==> src/rtl/lirq_regs.svh <==
// offsets, field positions, reset values and timing for the link interrupt register bank
`ifndef LIRQ_REGS_SVH
`define LIRQ_REGS_SVH
`define LIRQ_OFF_MASK        8'hbb
`define LIRQ_OFF_FLAGS       8'hbc
`define LIRQ_OFF_PAUSE       8'hbd
`define LIRQ_OFF_FIBER       8'hc0
`define LIRQ_OFF_REG         8'hc1
`define LIRQ_OFF_VID         8'hc2
`define LIRQ_RST_BYTE        8'h00
`define LIRQ_FLG_P12         7
`define LIRQ_FLG_P3          2
`define LIRQ_FLG_P2          1
`define LIRQ_FLG_P1          0
`define LIRQ_FLG_W1C_MASK    8'h87
`define LIRQ_FIBER_MASK      8'hc0
`define LIRQ_REG_DIS_BIT     6
`define LIRQ_VID_MASK        8'h3f
`define LIRQ_PAUSE_LIMIT_MS  160
`define LIRQ_CLK_KHZ         50000
`define LIRQ_PAUSE_LIMIT_CYC (`LIRQ_PAUSE_LIMIT_MS * `LIRQ_CLK_KHZ)
`endif

==> src/rtl/lirq_pkg.sv <==
// types for the link interrupt register bank
package lirq_pkg;
  typedef enum logic [2:0] {
    LIRQ_P_IDLE  = 3'b001,
    LIRQ_P_COUNT = 3'b010,
    LIRQ_P_REQ   = 3'b100
  } lirq_pause_st_t;
endpackage : lirq_pkg

==> src/rtl/lirq_sync_edge.sv <==
// two-flop synchronisers with change detection, one per link input
`timescale 1ns/1ps
module lirq_sync_edge #(
  parameter int WIDTH = 4
) (
  input  wire logic             clk,
  input  wire logic             reset,
  input  wire logic [WIDTH-1:0] level_in,
  output logic      [WIDTH-1:0] change_out
);
  logic [WIDTH-1:0] meta_r;
  logic [WIDTH-1:0] sync_r;
  logic [WIDTH-1:0] last_r;
  logic [WIDTH-1:0] change_r;
  logic [2:0]       arm_r;

  // no change reported until last_r holds a synced level, so a link already up at reset is no event
  always_ff @(posedge clk or posedge reset) begin
    if (reset) begin
      arm_r <= 3'h0;
    end else begin
      arm_r <= {arm_r[1:0], 1'b1};
    end
  end

  genvar gi;
  generate
    for (gi = 0; gi < WIDTH; gi++) begin : g_bit
      always_ff @(posedge clk or posedge reset) begin
        if (reset) begin
          meta_r[gi]   <= 1'b0;
          sync_r[gi]   <= 1'b0;
          last_r[gi]   <= 1'b0;
          change_r[gi] <= 1'b0;
        end else begin
          meta_r[gi]   <= level_in[gi];
          sync_r[gi]   <= meta_r[gi];
          last_r[gi]   <= sync_r[gi];
          change_r[gi] <= arm_r[2] & (sync_r[gi] ^ last_r[gi]);
        end
      end
    end
  endgenerate

  assign change_out = change_r;
endmodule : lirq_sync_edge

==> src/rtl/lirq_bank.sv <==
// link change flags, interrupt mask, pause limit, fiber, regulator and vid insertion registers
`timescale 1ns/1ps
`include "lirq_regs.svh"

module lirq_bank
  import lirq_pkg::*;
#(
  parameter int PAUSE_LIMIT_CYC = `LIRQ_PAUSE_LIMIT_CYC
) (
  input  wire logic       clk,
  input  wire logic       reset,
  input  wire logic [7:0] reg_addr,
  input  wire logic       reg_wr,
  input  wire logic [7:0] reg_wdata,
  input  wire logic       reg_rd,
  output logic      [7:0] reg_rdata,
  input  wire logic       p1_analog_link,
  input  wire logic       p2_analog_link,
  input  wire logic       p1_mii_link,
  input  wire logic       p3_mii_link,
  output logic            irq_out_pin_n,
  input  wire logic       pause_active,
  output logic            pause_off_req,
  output logic [1:0]      fiber_thr_high,
  output logic            regulator_disable,
  input  wire logic       frm_valid,
  input  wire logic [1:0] frm_src_port,
  input  wire logic [1:0] frm_egress_port,
  input  wire logic       frm_untagged,
  input  wire logic       frm_tag_other,
  output logic            frm_insert_vid
);
  // ***************************************************
  // link change detection
  // ***************************************************
  logic [3:0] chg;  // 0 p1 analog, 1 p2 analog, 2 p1 mii, 3 p3 mii
  lirq_sync_edge #(.WIDTH(4)) u_sync (
    .clk        (clk),
    .reset      (reset),
    .level_in   ({p3_mii_link, p1_mii_link, p2_analog_link, p1_analog_link}),
    .change_out (chg)
  );

  // ***************************************************
  // register file
  // ***************************************************
  logic [7:0] mask_r, mask_nxt;
  logic [7:0] flags_r, flags_nxt;
  logic [7:0] pause_r, pause_nxt;
  logic [7:0] fiber_r, fiber_nxt;
  logic [7:0] ldo_r, ldo_nxt;
  logic [7:0] vid_r, vid_nxt;
  logic [7:0] rdata_r, rdata_nxt;
  logic       irq_n_r, irq_n_nxt;
  logic [7:0] evt;

  always_comb begin
    evt                  = 8'h00;
    evt[`LIRQ_FLG_P12]   = chg[0] | chg[1];
    evt[`LIRQ_FLG_P3]    = chg[3];
    evt[`LIRQ_FLG_P2]    = chg[1];
    evt[`LIRQ_FLG_P1]    = chg[0] | chg[2];
    mask_nxt  = mask_r;
    flags_nxt = flags_r;
    pause_nxt = pause_r;
    fiber_nxt = fiber_r;
    ldo_nxt   = ldo_r;
    vid_nxt   = vid_r;
    if (reg_wr) begin
      case (reg_addr)
        `LIRQ_OFF_MASK:  mask_nxt  = reg_wdata;
        `LIRQ_OFF_FLAGS: flags_nxt = (flags_r & ~(reg_wdata & `LIRQ_FLG_W1C_MASK))
                                     | (reg_wdata & ~`LIRQ_FLG_W1C_MASK);
        `LIRQ_OFF_PAUSE: pause_nxt = reg_wdata;
        `LIRQ_OFF_FIBER: fiber_nxt = reg_wdata & `LIRQ_FIBER_MASK;
        `LIRQ_OFF_REG:   ldo_nxt   = {1'b0, reg_wdata[`LIRQ_REG_DIS_BIT], 6'h00};
        `LIRQ_OFF_VID:   vid_nxt   = reg_wdata & `LIRQ_VID_MASK;
        default:         ;
      endcase
    end
    flags_nxt = flags_nxt | evt;  // set wins over clear
    rdata_nxt = rdata_r;
    if (reg_rd) begin
      case (reg_addr)
        `LIRQ_OFF_MASK:  rdata_nxt = mask_r;
        `LIRQ_OFF_FLAGS: rdata_nxt = flags_r;
        `LIRQ_OFF_PAUSE: rdata_nxt = pause_r;
        `LIRQ_OFF_FIBER: rdata_nxt = fiber_r;
        `LIRQ_OFF_REG:   rdata_nxt = ldo_r;
        `LIRQ_OFF_VID:   rdata_nxt = vid_r;
        default:         rdata_nxt = 8'h00;
      endcase
    end
    irq_n_nxt = ~|(flags_r & mask_r);
  end

  always_ff @(posedge clk or posedge reset) begin
    if (reset) begin
      mask_r  <= `LIRQ_RST_BYTE;
      flags_r <= `LIRQ_RST_BYTE;
      pause_r <= `LIRQ_RST_BYTE;
      fiber_r <= `LIRQ_RST_BYTE;
      ldo_r   <= `LIRQ_RST_BYTE;
      vid_r   <= `LIRQ_RST_BYTE;
      rdata_r <= 8'h00;
      irq_n_r <= 1'b1;
    end else begin
      mask_r  <= mask_nxt;
      flags_r <= flags_nxt;
      pause_r <= pause_nxt;
      fiber_r <= fiber_nxt;
      ldo_r   <= ldo_nxt;
      vid_r   <= vid_nxt;
      rdata_r <= rdata_nxt;
      irq_n_r <= irq_n_nxt;
    end
  end

  // ***************************************************
  // pause-off time limit
  // ***************************************************
  lirq_pause_st_t pst_r, pst_nxt;
  logic [31:0]    pcnt_r, pcnt_nxt;
  logic           preq_r, preq_nxt;
  logic           pause_en;

  assign pause_en = |pause_r;

  always_comb begin
    pst_nxt  = pst_r;
    pcnt_nxt = pcnt_r;
    preq_nxt = 1'b0;
    unique case (pst_r)
      LIRQ_P_IDLE: begin
        pcnt_nxt = 32'h0000_0000;
        if (pause_en && pause_active) begin
          pst_nxt = LIRQ_P_COUNT;
        end
      end
      LIRQ_P_COUNT: begin
        if (!pause_en || !pause_active) begin
          pst_nxt = LIRQ_P_IDLE;
        end else if (pcnt_r == 32'(PAUSE_LIMIT_CYC - 2)) begin
          pst_nxt  = LIRQ_P_REQ;
          preq_nxt = 1'b1;
        end else begin
          pcnt_nxt = pcnt_r + 32'h0000_0001;
        end
      end
      LIRQ_P_REQ: begin
        if (!pause_active || !pause_en) begin
          pst_nxt = LIRQ_P_IDLE;
        end else begin
          preq_nxt = 1'b1;
        end
      end
      default: pst_nxt = LIRQ_P_IDLE;
    endcase
  end

  always_ff @(posedge clk or posedge reset) begin
    if (reset) begin
      pst_r  <= LIRQ_P_IDLE;
      pcnt_r <= 32'h0000_0000;
      preq_r <= 1'b0;
    end else begin
      pst_r  <= pst_nxt;
      pcnt_r <= pcnt_nxt;
      preq_r <= preq_nxt;
    end
  end

  // ***************************************************
  // vid insertion decision
  // ***************************************************
  logic ins_r, ins_nxt;
  logic ins_sel;

  always_comb begin
    ins_sel = 1'b0;
    unique case ({frm_src_port, frm_egress_port})
      4'h6:    ins_sel = vid_r[5];
      4'h7:    ins_sel = vid_r[4];
      4'h9:    ins_sel = vid_r[3];
      4'hb:    ins_sel = vid_r[2];
      4'hd:    ins_sel = vid_r[1];
      4'he:    ins_sel = vid_r[0];
      default: ins_sel = 1'b0;
    endcase
    ins_nxt = frm_valid & ((frm_untagged & ins_sel) | frm_tag_other);
  end

  always_ff @(posedge clk or posedge reset) begin
    if (reset) begin
      ins_r <= 1'b0;
    end else begin
      ins_r <= ins_nxt;
    end
  end

  assign reg_rdata         = rdata_r;
  assign irq_out_pin_n     = irq_n_r;
  assign pause_off_req     = preq_r;
  assign fiber_thr_high    = fiber_r[7:6];
  assign regulator_disable = ldo_r[`LIRQ_REG_DIS_BIT];
  assign frm_insert_vid    = ins_r;
endmodule : lirq_bank

==> config.mk <==
export PLATFORM = sky130hd
export DESIGN_NAME = lirq_bank
export DESIGN_NICKNAME = d
export VERILOG_FILES = /design/src/rtl/lirq_pkg.sv /design/src/rtl/lirq_sync_edge.sv /design/src/rtl/lirq_bank.sv
export VERILOG_INCLUDE_DIRS = /design/src /design/src/rtl
export SDC_FILE = /design/constraint.sdc
export NUM_CORES = 1
export LEC_CHECK = 0
export ABC_AREA = 1
export BUFFER_PORTS_ARGS = -buffer_cell sky130_fd_sc_hd__buf_2
export CELL_PAD_IN_SITES_DETAIL_PLACEMENT = 0
export CELL_PAD_IN_SITES_GLOBAL_PLACEMENT = 1
export CORE_ASPECT_RATIO = 1.1
export CORE_UTILIZATION = 25
export DETAILED_ROUTE_END_ITERATION = 10
export MAX_ROUTING_LAYER = met4
export PLACE_DENSITY_LB_ADDON = 0.2
export SYNTH_ARGS = -nofsm -noshare
export SYNTH_HDL_FRONTEND = slang
export SYNTH_SLANG_ARGS = --single-unit
==> constraint.sdc <==
create_clock -name clk -period 3.5 [get_ports clk]
set_input_delay 0.175 -clock clk [delete_from_list [all_inputs] [get_ports clk]]
set_output_delay 0.175 -clock clk [all_outputs]
set_load 0.05 [all_outputs]
==> results of run 1 <==
==> routing by layer <==
| metal | vias to the layer above | global-route usage | share of wire |
|---|---|---|---|
| met4 | 0 | 0.04127 | 0.0096 |
| met3 | 8 | 0.02640 | 0.039 |
| met5 | - | - | 0 |
| met2 | 77 | 0.2181 | 0.45 |
| li1 | 2279 | - | - |
| met1 | 2107 | 0.1845 | 0.50 |
==> cells by family after synthesis <==
family / share of synthesized area
DFF: 0.4763
and+or+nand+nor: 0.3574
other: 0.0007276
xor gates and xnor gates: 0.02379
buffers and inverters: 0.06797
adders and majority gates: 0.004855
AOI/OAI and AO/OA: 0.06895
==> final timing paths <==
kind	end	depth (start not counted)	start
max in group asynchronous	pst_r[0]$_DFFE_PP1P_	4	reset
worst min-delay path	frm_insert_vid$_DFF_PP0_	3	frm_valid
worst min register to register	u_sync.arm_r[2]$_DFF_PP0_	0	u_sync.arm_r[1]$_DFF_PP0_
min in group asynchronous	u_sync.arm_r[0]$_DFF_PP0_	3	reset
worst max-delay path	pcnt_r[4]$_DFFE_PP0P_	7	pst_r[2]$_DFFE_PP0P_
worst max register to register	pcnt_r[4]$_DFFE_PP0P_	7	pst_r[2]$_DFFE_PP0P_
==> flip-flops by register name, summed over array words and instances (netlist names), 3 cells and up <==
signal / cells
u_sync.change_out: 4
pst_r: 3
reg_rdata: 8
vid_r: 6
pcnt_r: 32
u_sync.meta_r: 4
mask_r: 8
u_sync.last_r: 4
pause_r: 8
flags_r: 8
u_sync.sync_r: 4
u_sync.arm_r: 3
==> worst max-delay path, delay by kind of cell, from the launching register on <==
family / cells / cell delay, ns
simple gates: 6 / 1.54
flops: 1 / 0.40
buf+inv: 1 / 0.09
==> power by group through the flow <==
stage	registers [W]	clock network, W	logic, W
floorplan	0.00123	0	0.000141
global placement	0.00122	0	0.000243
detailed placement	0.00122	0	0.000250
CTS	0.00120	0.00100	0.000255
global route	0.00121	0.00104	0.000284
finish	0.00120	0.000968	0.000250
==> placed cells by master (no fill, tap or decap), drive strengths merged, types with 3 or more instances in the layout <==
master       instances
o21bai               6
a21oi                3
nor3                15
nand2              227
xor2                 6
dfrtp               96
nand3               75
xnor2                8
inv                 69
dlygate4sd3          5
clkinv               4
o21ai               56
buf                 48
nor2                79
clkbuf              11
nand4               16
==> area by class of cell <==
type	count	share of cell area
clock inverters	5	0.006095
well taps	252	0.05296
flip-flops and latches	98	0.4124
clock buffers	11	0.04077
repair buffers	53	0.05002
multi-input cells	502	0.3945
inverters	68	0.04330
==> through the flow <==
step	area (sq um)	util	hold WS, ns	cells	setup slack [ns]
6_report	5953	0.2977	0.03115	989	1.399
5_1_grt	5953	0.2977	0.03079	989	1.238
4_1_cts	5953	0.2977	0.02071	989	1.360
3_5_place_dp	5624	0.2812	0.2319	968	1.401
3_3_place_gp	5624	0.2812	0.2206	968	1.437
2_1_floorplan	5154	-	0.2064	680	0.7662
==> out/metrics.yaml, run 1 <==
status: "finished, final reports clean"
grt_start_max_net_pins: 46
cts_tree: "yes"
slowest_delay_ns: 0.51
drv_cap: 0
rsz0062_at_grt: "false"
firstDrtPassIters: 8
ctsResizeCount: 0
fin_total_pwr_w: 0.002418
skew_ns: 0.009383
synth_ff_type: "dfrtp_1"
core-area_sq_mm: 0.02000
io_buffers: 45
syn-num-nets: 714
power.internal_w: 0.001741
synth_commonest_cells: "nand2_1, dfrtp_1, nand3_1"
slew_violations: 0
cts_root_buffer: "clkbuf_16"
arrival_ns: 2.38
synthTopCellsByArea: "dfrtp_1, nand2_1, nand3_1"
clockBufferDepth: 2
track_usage: 0.1401
cp_max_fo: 45
combinationalPowerShare: 0.103
finalCritPeriodShare: 0.6003
htreeDepth: 3
clkTransAtPathRegs_ns: 0.07
vias_per_cell: 4.521
numCtsBuffers: 9
drt_wl_total_microns: 13720
synth_area_sq_mm: 0.005154
ir_drop_uv: 242.2
critPathKind: "flip-flop to flip-flop"
synthArstFlopShare: 1.000
clock_latency_ns: 0.35
ys_types: 37
antenna_cells: 0
syn_area_per_cell_sq_um: 7.579
crit_chain: "inv_1 -> nand3_2 -> nor3_1 -> nand2_4 -> nand2_2 -> nand2_1 -> nand2_1"
drtAntennaViolNets: 0
worst_pin_slew_ns: 0.7850
start_kind: "flip-flop"
synth_warnings: 0
synth_edf_count: 0
overflow: 0
hold_path.class: "input port to flip-flop"
ys_seq_elements: 98
via_count: 4471
rows: 54
fmax_mhz: 475.9
gp_congestion: 0.8396
dp_hpwl_microns: 9982
power.density_mw_per_mm2: 406.2
antenna_found_initial: 0
layout-drive-gt1-share: 0.1262
critPathRequiredTime_ns: 3.78
ys_seq_area_frac: 0.4763
num_io_pins: 46
initial_core_util: 0.2577
period_minus_slack_ns: 2.101
synthToLayoutAreaGrowth_pct: 15.51
drt_iter0_markers: 263
drc: 0
grt_pass1_wl_microns: 22690
swShare: 0.2800
hold_buffers: 5
netlist_instances: 680
synth_top_area_cell: "dfrtp_1"
die_width_microns: 138.9
rrSetupSlack_ns: 1.40
multi_input_area_sq_mm: 0.002349
hold_viol: 0
tns_ns: 0
fin_nets: 766
pwr-share-clk: 0.400
dieArea_sq_mm: 0.02119
pwr-share-seq: 0.496
maxSlewHeadroom: 0.4761
power.static_leakage_nw: 2.821
synth_top_area_frac: 0.4661
fillCellCount: 2199
power.switching_w: 0.0006771
setup_viol_count_final: 0
crit_path_end_kind: "flip-flop"
cp_common_cell: "nand2_1"
cts_setup_buffers: 0
crit_slowest_cell: "nor3_1"
wl_per_cell_microns: 13.87
grt_pass1_vias: 4361
die_h_microns: 152.6
cts_sinks: 98
register_area_sq_mm: 0.002455
synth.most_common_cell: "nand2_1"
(Power assumes the default switching activity.)
==> run 2, diff against run 1 <==
--- a/config.mk
+++ b/config.mk
@@ -6,7 +6,7 @@
 export SDC_FILE = /design/constraint.sdc
 export NUM_CORES = 1
 export LEC_CHECK = 0
-export ABC_AREA = 1
+export ABC_AREA = 0
 export BUFFER_PORTS_ARGS = -buffer_cell sky130_fd_sc_hd__buf_2
 export CELL_PAD_IN_SITES_DETAIL_PLACEMENT = 0
 export CELL_PAD_IN_SITES_GLOBAL_PLACEMENT = 1
==> constraint.sdc (replaced) <==
create_clock -name clk -period 1.8 [get_ports clk]
set_input_delay 0.09 -clock clk [delete_from_list [all_inputs] [get_ports clk]]
set_output_delay 0.09 -clock clk [all_outputs]
set_load 0.05 [all_outputs]
==> run 2 against run 1 <==
The flow now finishes with violations (setup timing). Fmax down 3.3%. Count of clock-buffer cells in the layout shrank 1. Die area down 10%. Combinational power increased by 120%. Non-clock buffer count increased by 109. Sequential power rose by 93%. Via count decreased by 15%. Synthesized area decreased by 11%. Clock skew is 0.0014 ns higher. First-iteration DRC count down 34%. Global-route usage is 0.57 points higher.
==> out/metrics.yaml, run 2 <==
status: "finished, violations left"
violations: "setup timing"
cts_root_buffer: "clkbuf_16"
clock_latency_ns: 0.36  # about the same
hold_viol: 0  # unchanged
worst_pin_slew_ns: 0.5060  # -0.2791 ns
synthArstFlopShare: 1.000  # unchanged
maxSlewHeadroom: 0.6604  # +0.1843
place_area_sq_mm: 0.005846  # +3.9%
fin_ws_ns: -0.3721  # -1.771 ns
cts_tree: "yes"
register_area_sq_mm: 0.002456  # about the same
grt_pass1_wl_microns: 20780  # -8.5%
largest_reg_flops: 32  # unchanged
fin_nets: 601  # -22%
start_kind: "flip-flop"
dp_hpwl_microns: 9081  # -9.0%
layout_commonest_cell: "dfrtp_1"
htreeDepth: 3  # unchanged
synth_ff_type: "dfrtp_1"
synth_top_area_cell: "dfrtp_1"
track_usage: 0.1458  # +0.005670
synth.most_common_cell: "dfrtp_1"
drt_iter0_markers: 174  # -34%
dieArea_sq_mm: 0.01899  # -10%
synth_top_area_frac: 0.5212  # +0.05504
num_io_pins: 46  # unchanged
period_minus_slack_ns: 2.172  # +0.07087 ns
ys_seq_area_frac: 0.5326  # +0.05624
via_count: 3819  # -15%
grt_start_max_net_pins: 46  # unchanged
ys_seq_elements: 98  # unchanged
finalCritPeriodShare: 1.207  # +0.6064
power.density_mw_per_mm2: 757.6  # +87%
clockBufferDepth: 2  # unchanged
synth_area_sq_mm: 0.004609  # -11%
setup_viol_count_final: 35  # +35
rows: 51  # -5.6%
syn_area_per_cell_sq_um: 11.41  # +51%
antenna_found_initial: 0  # unchanged
synth_warnings: 0  # unchanged
drc: 0  # unchanged
ys_types: 66  # +78%
grt_pass1_vias: 3955  # -9.3%
worstRegToRegCells: 7  # unchanged
stdcell_count: 810  # -18%
io_buffers: 45  # unchanged
regToRegEndpoint: "pst_r[2]$_DFFE_PP0P_"
netlist_instances: 404  # -41%
largest-register: "pcnt_r"
fillCellCount: 1805  # -18%
final_cell_area_sq_mm: 0.006680  # +12%
die_h_microns: 144.4  # -5.4%
multi_input_area_sq_mm: 0.002301  # -2.0%
drv_cap: 0  # unchanged
slew_violations: 0  # unchanged
rsz0062_at_grt: "true"
firstDrtPassIters: 5  # -3
synthToLayoutAreaGrowth_pct: 44.92
cp_max_fo: 3  # -93%
antenna_cells: 0  # unchanged
die_width_microns: 131.5  # -5.3%
overflow: 0  # unchanged
synth_commonest_cells: "dfrtp_1, nand2_1, mux2_2"
clkTransAtPathRegs_ns: 0.08  # about the same
min_to: "flags_r[5]$_DFFE_PP0P_"
arrival_ns: 2.44  # +0.06 ns
drt_wl_total_microns: 12670  # -7.7%
critPathKind: "flip-flop to flip-flop"
critPathRequiredTime_ns: 2.07  # -1.71 ns
synth_edf_count: 0  # unchanged
cts_sinks: 98  # unchanged
vias_per_cell: 4.715  # +4.3%
core-area_sq_mm: 0.01787  # -11%
final_util: 0.3739  # +0.07621
dp.cells: 767  # -21%
hold_path.class: "input port to flip-flop"
drtAntennaViolNets: 0  # unchanged
layout-drive-gt1-share: 0.4336  # +0.3074
rrSetupSlack_ns: -0.37  # -1.77 ns
tns_ns: -9.406  # -9.406 ns
crit_path_end_kind: "flip-flop"
synthTopCellsByArea: "dfrtp_1, mux2_2, mux2i_1"
ir_drop_uv: 483.9  # +100%
initial_core_util: 0.2580  # +0.0002880
power.static_leakage_nw: 3.148  # +12%
numCtsBuffers: 9  # unchanged
skew_ns: 0.01078  # +0.001393 ns
regToRegStartpoint: "pcnt_r[16]$_DFFE_PP0P_"
hold_path_startpoint: "reg_wdata[5]"
wl_per_cell_microns: 15.64  # +13%
holdWs_ns: 0.01085  # -0.02031 ns
final_cell_mix: "dfrtp_1, buf_4, buf_2, nand2_1, mux2_2"
holdPathStages: 2  # -1
fmax_mhz: 460.4  # -3.3%
gp_congestion: 0.8220  # -2.1%
syn-num-nets: 438  # -39%
-- run 2: cell types whose count changed after synthesis, sizes merged, moves of 9 or more --
cell,previous run,this run
nor2,79,11
mux2,0,27
mux2i,0,16
nor4,0,12
inv,67,19
nand3,75,15
nand2,227,40
o21ai,56,8
and3,0,9
-- run 2: metal layers --
layer | part of all wire | GRT usage
met2 | 0.48 | 0.2359
met5 | 0 | -
met4 | 0.017 | 0.05875
met1 | 0.48 | 0.1835
met3 | 0.027 | 0.02208
-- run 2: worst max-delay path by stage --
| stage | cells after the start | start | to | slack [ns] |
|---|---|---|---|---|
| floorplan | 8 | pcnt_r[0]$_DFFE_PP0P_ | pcnt_r[16]$_DFFE_PP0P_ | -0.35 |
| global placement | 6 | pcnt_r[18]$_DFFE_PP0P_ | pcnt_r[16]$_DFFE_PP0P_ | -0.40 |
| detailed placement | 6 | pcnt_r[18]$_DFFE_PP0P_ | pause_off_req$_DFF_PP0_ | -0.43 |
| CTS | 6 | pcnt_r[28]$_DFFE_PP0P_ | pause_off_req$_DFF_PP0_ | -0.39 |
| global route | 8 | pcnt_r[0]$_DFFE_PP0P_ | pause_off_req$_DFF_PP0_ | -0.45 |
| finish | 7 | pcnt_r[16]$_DFFE_PP0P_ | pst_r[2]$_DFFE_PP0P_ | -0.37 |
-- run 2: logic make-up after synthesis --
group                    Yosys count  share of synthesized area
AO/OA/AOI/OAI                     79                     0.1346
XOR/XNOR                           7                    0.01330
adder cells (fa/ha/maj)            2                   0.005428
buffers and inverters             29                    0.02796
flip-flops                        98                     0.5326
multiplexers                      43                     0.1007
other                              1                  0.0008136
AND/OR/NAND/NOR                  145                     0.1846
-- run 2: where the power goes --
group          switching (W)  internal [W]
Clock               0.000915       0.00128
Sequential         0.0000478       0.00227
Combinational       0.000324      0.000222
Total                0.00129       0.00377
-- run 2: what timing repair did --
item / in CTS / in global routing
endpoints found under the setup margin: 35 / 35
gates cloned: 1 / 0
resized for setup: 48 / 9
setup buffers: 14 / 5
hold buffers: 9 / 0
hold endpoints to repair: 23 / 0
pin swaps: 28 / 9
-- run 2: layout make-up --
class | instances | area share
Clock buffer | 10 | 0.03577
Clock inverter | 6 | 0.01461
Inverter | 19 | 0.01124
Multi-Input combinational cell | 277 | 0.3444
Sequential cell | 98 | 0.3677
Tap cell | 238 | 0.04458
Timing Repair Buffer | 162 | 0.1817
-- run 2: critical path, cell delays in order (launching register included) --
cell	delay, ns
dfrtp_1	0.38
or4_4	0.55
nor4_4	0.27
buf_4	0.19
buf_6	0.11
a21oi_4	0.05
or3_4	0.34
a211oi_2	0.19
-- run 2: metrics by stage --
stage	setup slack, ns	power, W
2_1_floorplan	-0.3524	0.002598
3_3_place_gp	-0.3968	0.002872
3_5_place_dp	-0.4278	0.002878
4_1_cts	-0.3860	0.005131
5_1_grt	-0.4473	0.005273
6_report	-0.3721	0.005061
==> run 3, diff against run 2 <==
--- a/config.mk
+++ b/config.mk
@@ -11,6 +11,7 @@
 export CELL_PAD_IN_SITES_DETAIL_PLACEMENT = 0
 export CELL_PAD_IN_SITES_GLOBAL_PLACEMENT = 1
 export CORE_ASPECT_RATIO = 1.1
+export CORE_MARGIN = 5
 export CORE_UTILIZATION = 25
 export DETAILED_ROUTE_END_ITERATION = 10
 export MAX_ROUTING_LAYER = met4
==> constraint.sdc (replaced) <==
create_clock -name clk -period 2 [get_ports clk]
set_input_delay 0.1 -clock clk [delete_from_list [all_inputs] [get_ports clk]]
set_output_delay 0.1 -clock clk [all_outputs]
set_load 0.05 [all_outputs]
==> run 3 against run 2 <==
The run still ends with setup timing left. Count of clock-buffer cells in the layout up 1. Combinational power decreased by 12%. Utilization down 2.5 points. Cell count fell by 2.5%. Clock power down 21%. Critical endpoint is now pause_off_req$_DFF_PP0_. Sequential share of layout area increased by 1.7 points. First-iteration DRC count increased by 2.3%. Setup slack better by 0.18 ns. Non-clock buffer count shrank 25. Sequential power fell by 9.9%. Fmax decreased by 1.0%.
==> out/metrics.yaml, run 3 (synthesis gave the netlist of run 2 again) <==
fmax_mhz: 455.6  # -1.0%
pwr-share-clk: 0.402  # -0.031
overflow: 0  # unchanged
largest-register: "pcnt_r"
hold_path.class: "input port to flip-flop"
dp_hpwl_microns: 9093  # +0.13%
fin_nets: 576  # -4.2%
status: "finished, violations left"
drt_iter0_markers: 178  # +2.3%
combinationalPowerShare: 0.112  # +0.004
clkTransAtPathRegs_ns: 0.07  # about the same
firstDrtPassIters: 5  # unchanged
busiest_layer: "met2"
hold_viol: 0  # unchanged
cts_sinks: 98  # unchanged
grtUsageMet1: 0.1614  # -0.02208
setup_viol_count_final: 31  # -11%
worstRegToRegCells: 6  # -1
gp_congestion: 0.7498  # -8.8%
regToRegStartpoint: "pcnt_r[13]$_DFFE_PP0P_"
power.switching_w: 0.001134  # -12%
worst_pin_slew_ns: 0.6376  # +0.1316 ns
ir_drop_uv: 409.1  # -15%
crit_path_end_kind: "flip-flop"
arrival_ns: 2.46  # +0.02 ns
num_io_pins: 46  # unchanged
cts_root_buffer: "clkbuf_16"
cts_tree: "yes"
grt_use_met2: 0.1994  # -0.03642
via_count: 3725  # -2.5%
grt_start_max_net_pins: 36  # -22%
crit_slowest_cell: "or4_4"
io_buffers: 45  # unchanged
layout_commonest_cell: "dfrtp_1"
crit_family: "simple AND/OR/NAND/NOR gates"
start_kind: "flip-flop"
htreeDepth: 3  # unchanged
rsz0062_at_grt: "true"
place_ws_ns: -0.2144  # +0.2134 ns
numCtsBuffers: 9  # unchanged
clock_latency_ns: 0.35  # about the same
power.static_leakage_nw: 2.976  # -5.5%
pwr-share-seq: 0.486  # +0.027
startpoint: "pcnt_r[13]$_DFFE_PP0P_"
cp_max_fo: 3  # unchanged
antenna_cells: 0  # unchanged
swShare: 0.2636  # +0.009331
clockBufferDepth: 2  # unchanged
finalCritPeriodShare: 1.097  # -0.1093
maxSlewHeadroom: 0.5741  # -0.08636
hold_path_startpoint: "reg_wdata[4]"
drv_cap: 0  # unchanged
vias_per_cell: 4.715  # about the same
critPathKind: "flip-flop to flip-flop"
track_usage: 0.1259  # -0.01993
skew_ns: 0.01502  # +0.004244 ns
power.density_mw_per_mm2: 675.0  # -11%
slowest_delay_ns: 0.55  # about the same
grt.met3_usage: 0.02354  # +0.001458
slew_violations: 0  # unchanged
drt_wl_total_microns: 12780  # +0.89%
grt_pass1_vias: 3806  # -3.8%
drc: 0  # unchanged
final_cell_mix: "dfrtp_1, buf_4, buf_2, nand2_1, mux2_2"
holdPathStages: 2  # unchanged
antenna_found_initial: 0  # unchanged
violations: "setup timing"
initial_core_util: 0.2521  # -0.005862
rows: 52  # +2.0%
place_area_sq_mm: 0.005655  # -3.3%
largest_reg_flops: 32  # unchanged
die_width_microns: 139.5  # +6.1%
drtAntennaViolNets: 0  # unchanged
path_depth: 6  # -1
grt_pass1_wl_microns: 20690  # -0.43%
power.internal_w: 0.003169  # -16%
final_cell_area_sq_mm: 0.006375  # -4.6%
period_minus_slack_ns: 2.195  # +0.02282 ns
die_h_microns: 152.4  # +5.5%
wl_per_cell_microns: 16.18  # +3.4%
critPathBufInv: 1  # -1
dieArea_sq_mm: 0.02126  # +12%
fin_ws_ns: -0.1949  # +0.1772 ns
critPathRequiredTime_ns: 2.26  # +0.19 ns
crit_chain: "or4_4 -> nor4_4 -> buf_4 -> a21oi_2 -> or3_4 -> a211oi_2"
layout-drive-gt1-share: 0.3803  # -0.05331
synthToLayoutAreaGrowth_pct: 38.30
core-area_sq_mm: 0.01828  # +2.3%
==> run 3: cell types whose count changed in the layout (fill, tap and decap cells not counted), moves of 2 or more <==
cell,change
bufinv_16,-2
buf_4,-27
nor4_4,-2
nand3_1,+2
inv_6,+2
and3_4,-4
nand2_1,+2
and3_1,+4
==> run 3: worst paths after layout <==
kind	to	slack [ns]
max	pause_off_req$_DFF_PP0_	-0.19
min	flags_r[4]$_DFFE_PP0P_	0.02
max reg2reg	pause_off_req$_DFF_PP0_	-0.19
min reg2reg	u_sync.arm_r[1]$_DFF_PP0_	0.35
max in group asynchronous	pst_r[0]$_DFFE_PP1P_	0.89
min in group asynchronous	u_sync.arm_r[0]$_DFF_PP0_	0.39
==> run 3: final cells by class <==
| type | count | area (sq um) |
|---|---|---|
| Clock inverter | 5 | 42.54 |
| Timing Repair Buffer | 137 | 1045 |
| Tap cell | 243 | 304.0 |
| Inverter | 19 | 75.07 |
| Fill cell | 1827 | 11910 |
| Multi-Input combinational cell | 277 | 2201 |
| Clock buffer | 11 | 252.7 |
| Sequential cell | 98 | 2455 |
==> run 3: repair_timing <==
item / in CTS / in global routing
gates resized for setup: 31 / 12
hold endpoints to repair: 33 / 0
pin swaps: 6 / 10
setup endpoints to repair: 30 / 34
hold buffers: 10 / 0
setup buffers: 10 / 7
==> run 3: through the flow <==
| step | util | total power [W] | hold slack, ns | cells | TNS, ns |
|---|---|---|---|---|---|
| finish | 0.3487 | 0.004303 | 0.02344 | 790 | -3.339 |
| global route | 0.3487 | 0.004516 | 0.02589 | 790 | -6.571 |
| CTS | 0.3421 | 0.004378 | 0.01028 | 784 | -3.963 |
| detailed placement | 0.3093 | 0.002573 | 0.2100 | 748 | -3.332 |
| global placement | 0.3093 | 0.002567 | 0.2134 | 748 | -2.324 |
| floorplan | - | 0.002337 | 0.1314 | 404 | -1.152 |
==> run 3: power by group through the flow <==
stage | registers [W] | logic (W) | clock network [W]
5_1_grt | 0.00210 | 0.000535 | 0.00188
4_1_cts | 0.00209 | 0.000484 | 0.00180
3_3_place_gp | 0.00213 | 0.000440 | 0
3_5_place_dp | 0.00213 | 0.000445 | 0
6_report | 0.00209 | 0.000482 | 0.00173
2_1_floorplan | 0.00214 | 0.000197 | 0
==> run 3: layer usage <==
layer | share of wire | wire length, microns | vias up
li1 | - | - | 1807
met1 | 0.47 | 6068 | 1844
met2 | 0.47 | 6050 | 62
met3 | 0.036 | 464 | 12
met4 | 0.016 | 201 | 0
met5 | 0 | 0 | -
==> run 3: worst register-to-register path: stages, from the launching register on <==
cell and delay, ns:
dfrtp_1 0.38, or4_4 0.55, nor4_4 0.38, buf_4 0.18, a21oi_2 0.06, or3_4 0.34, a211oi_2 0.20
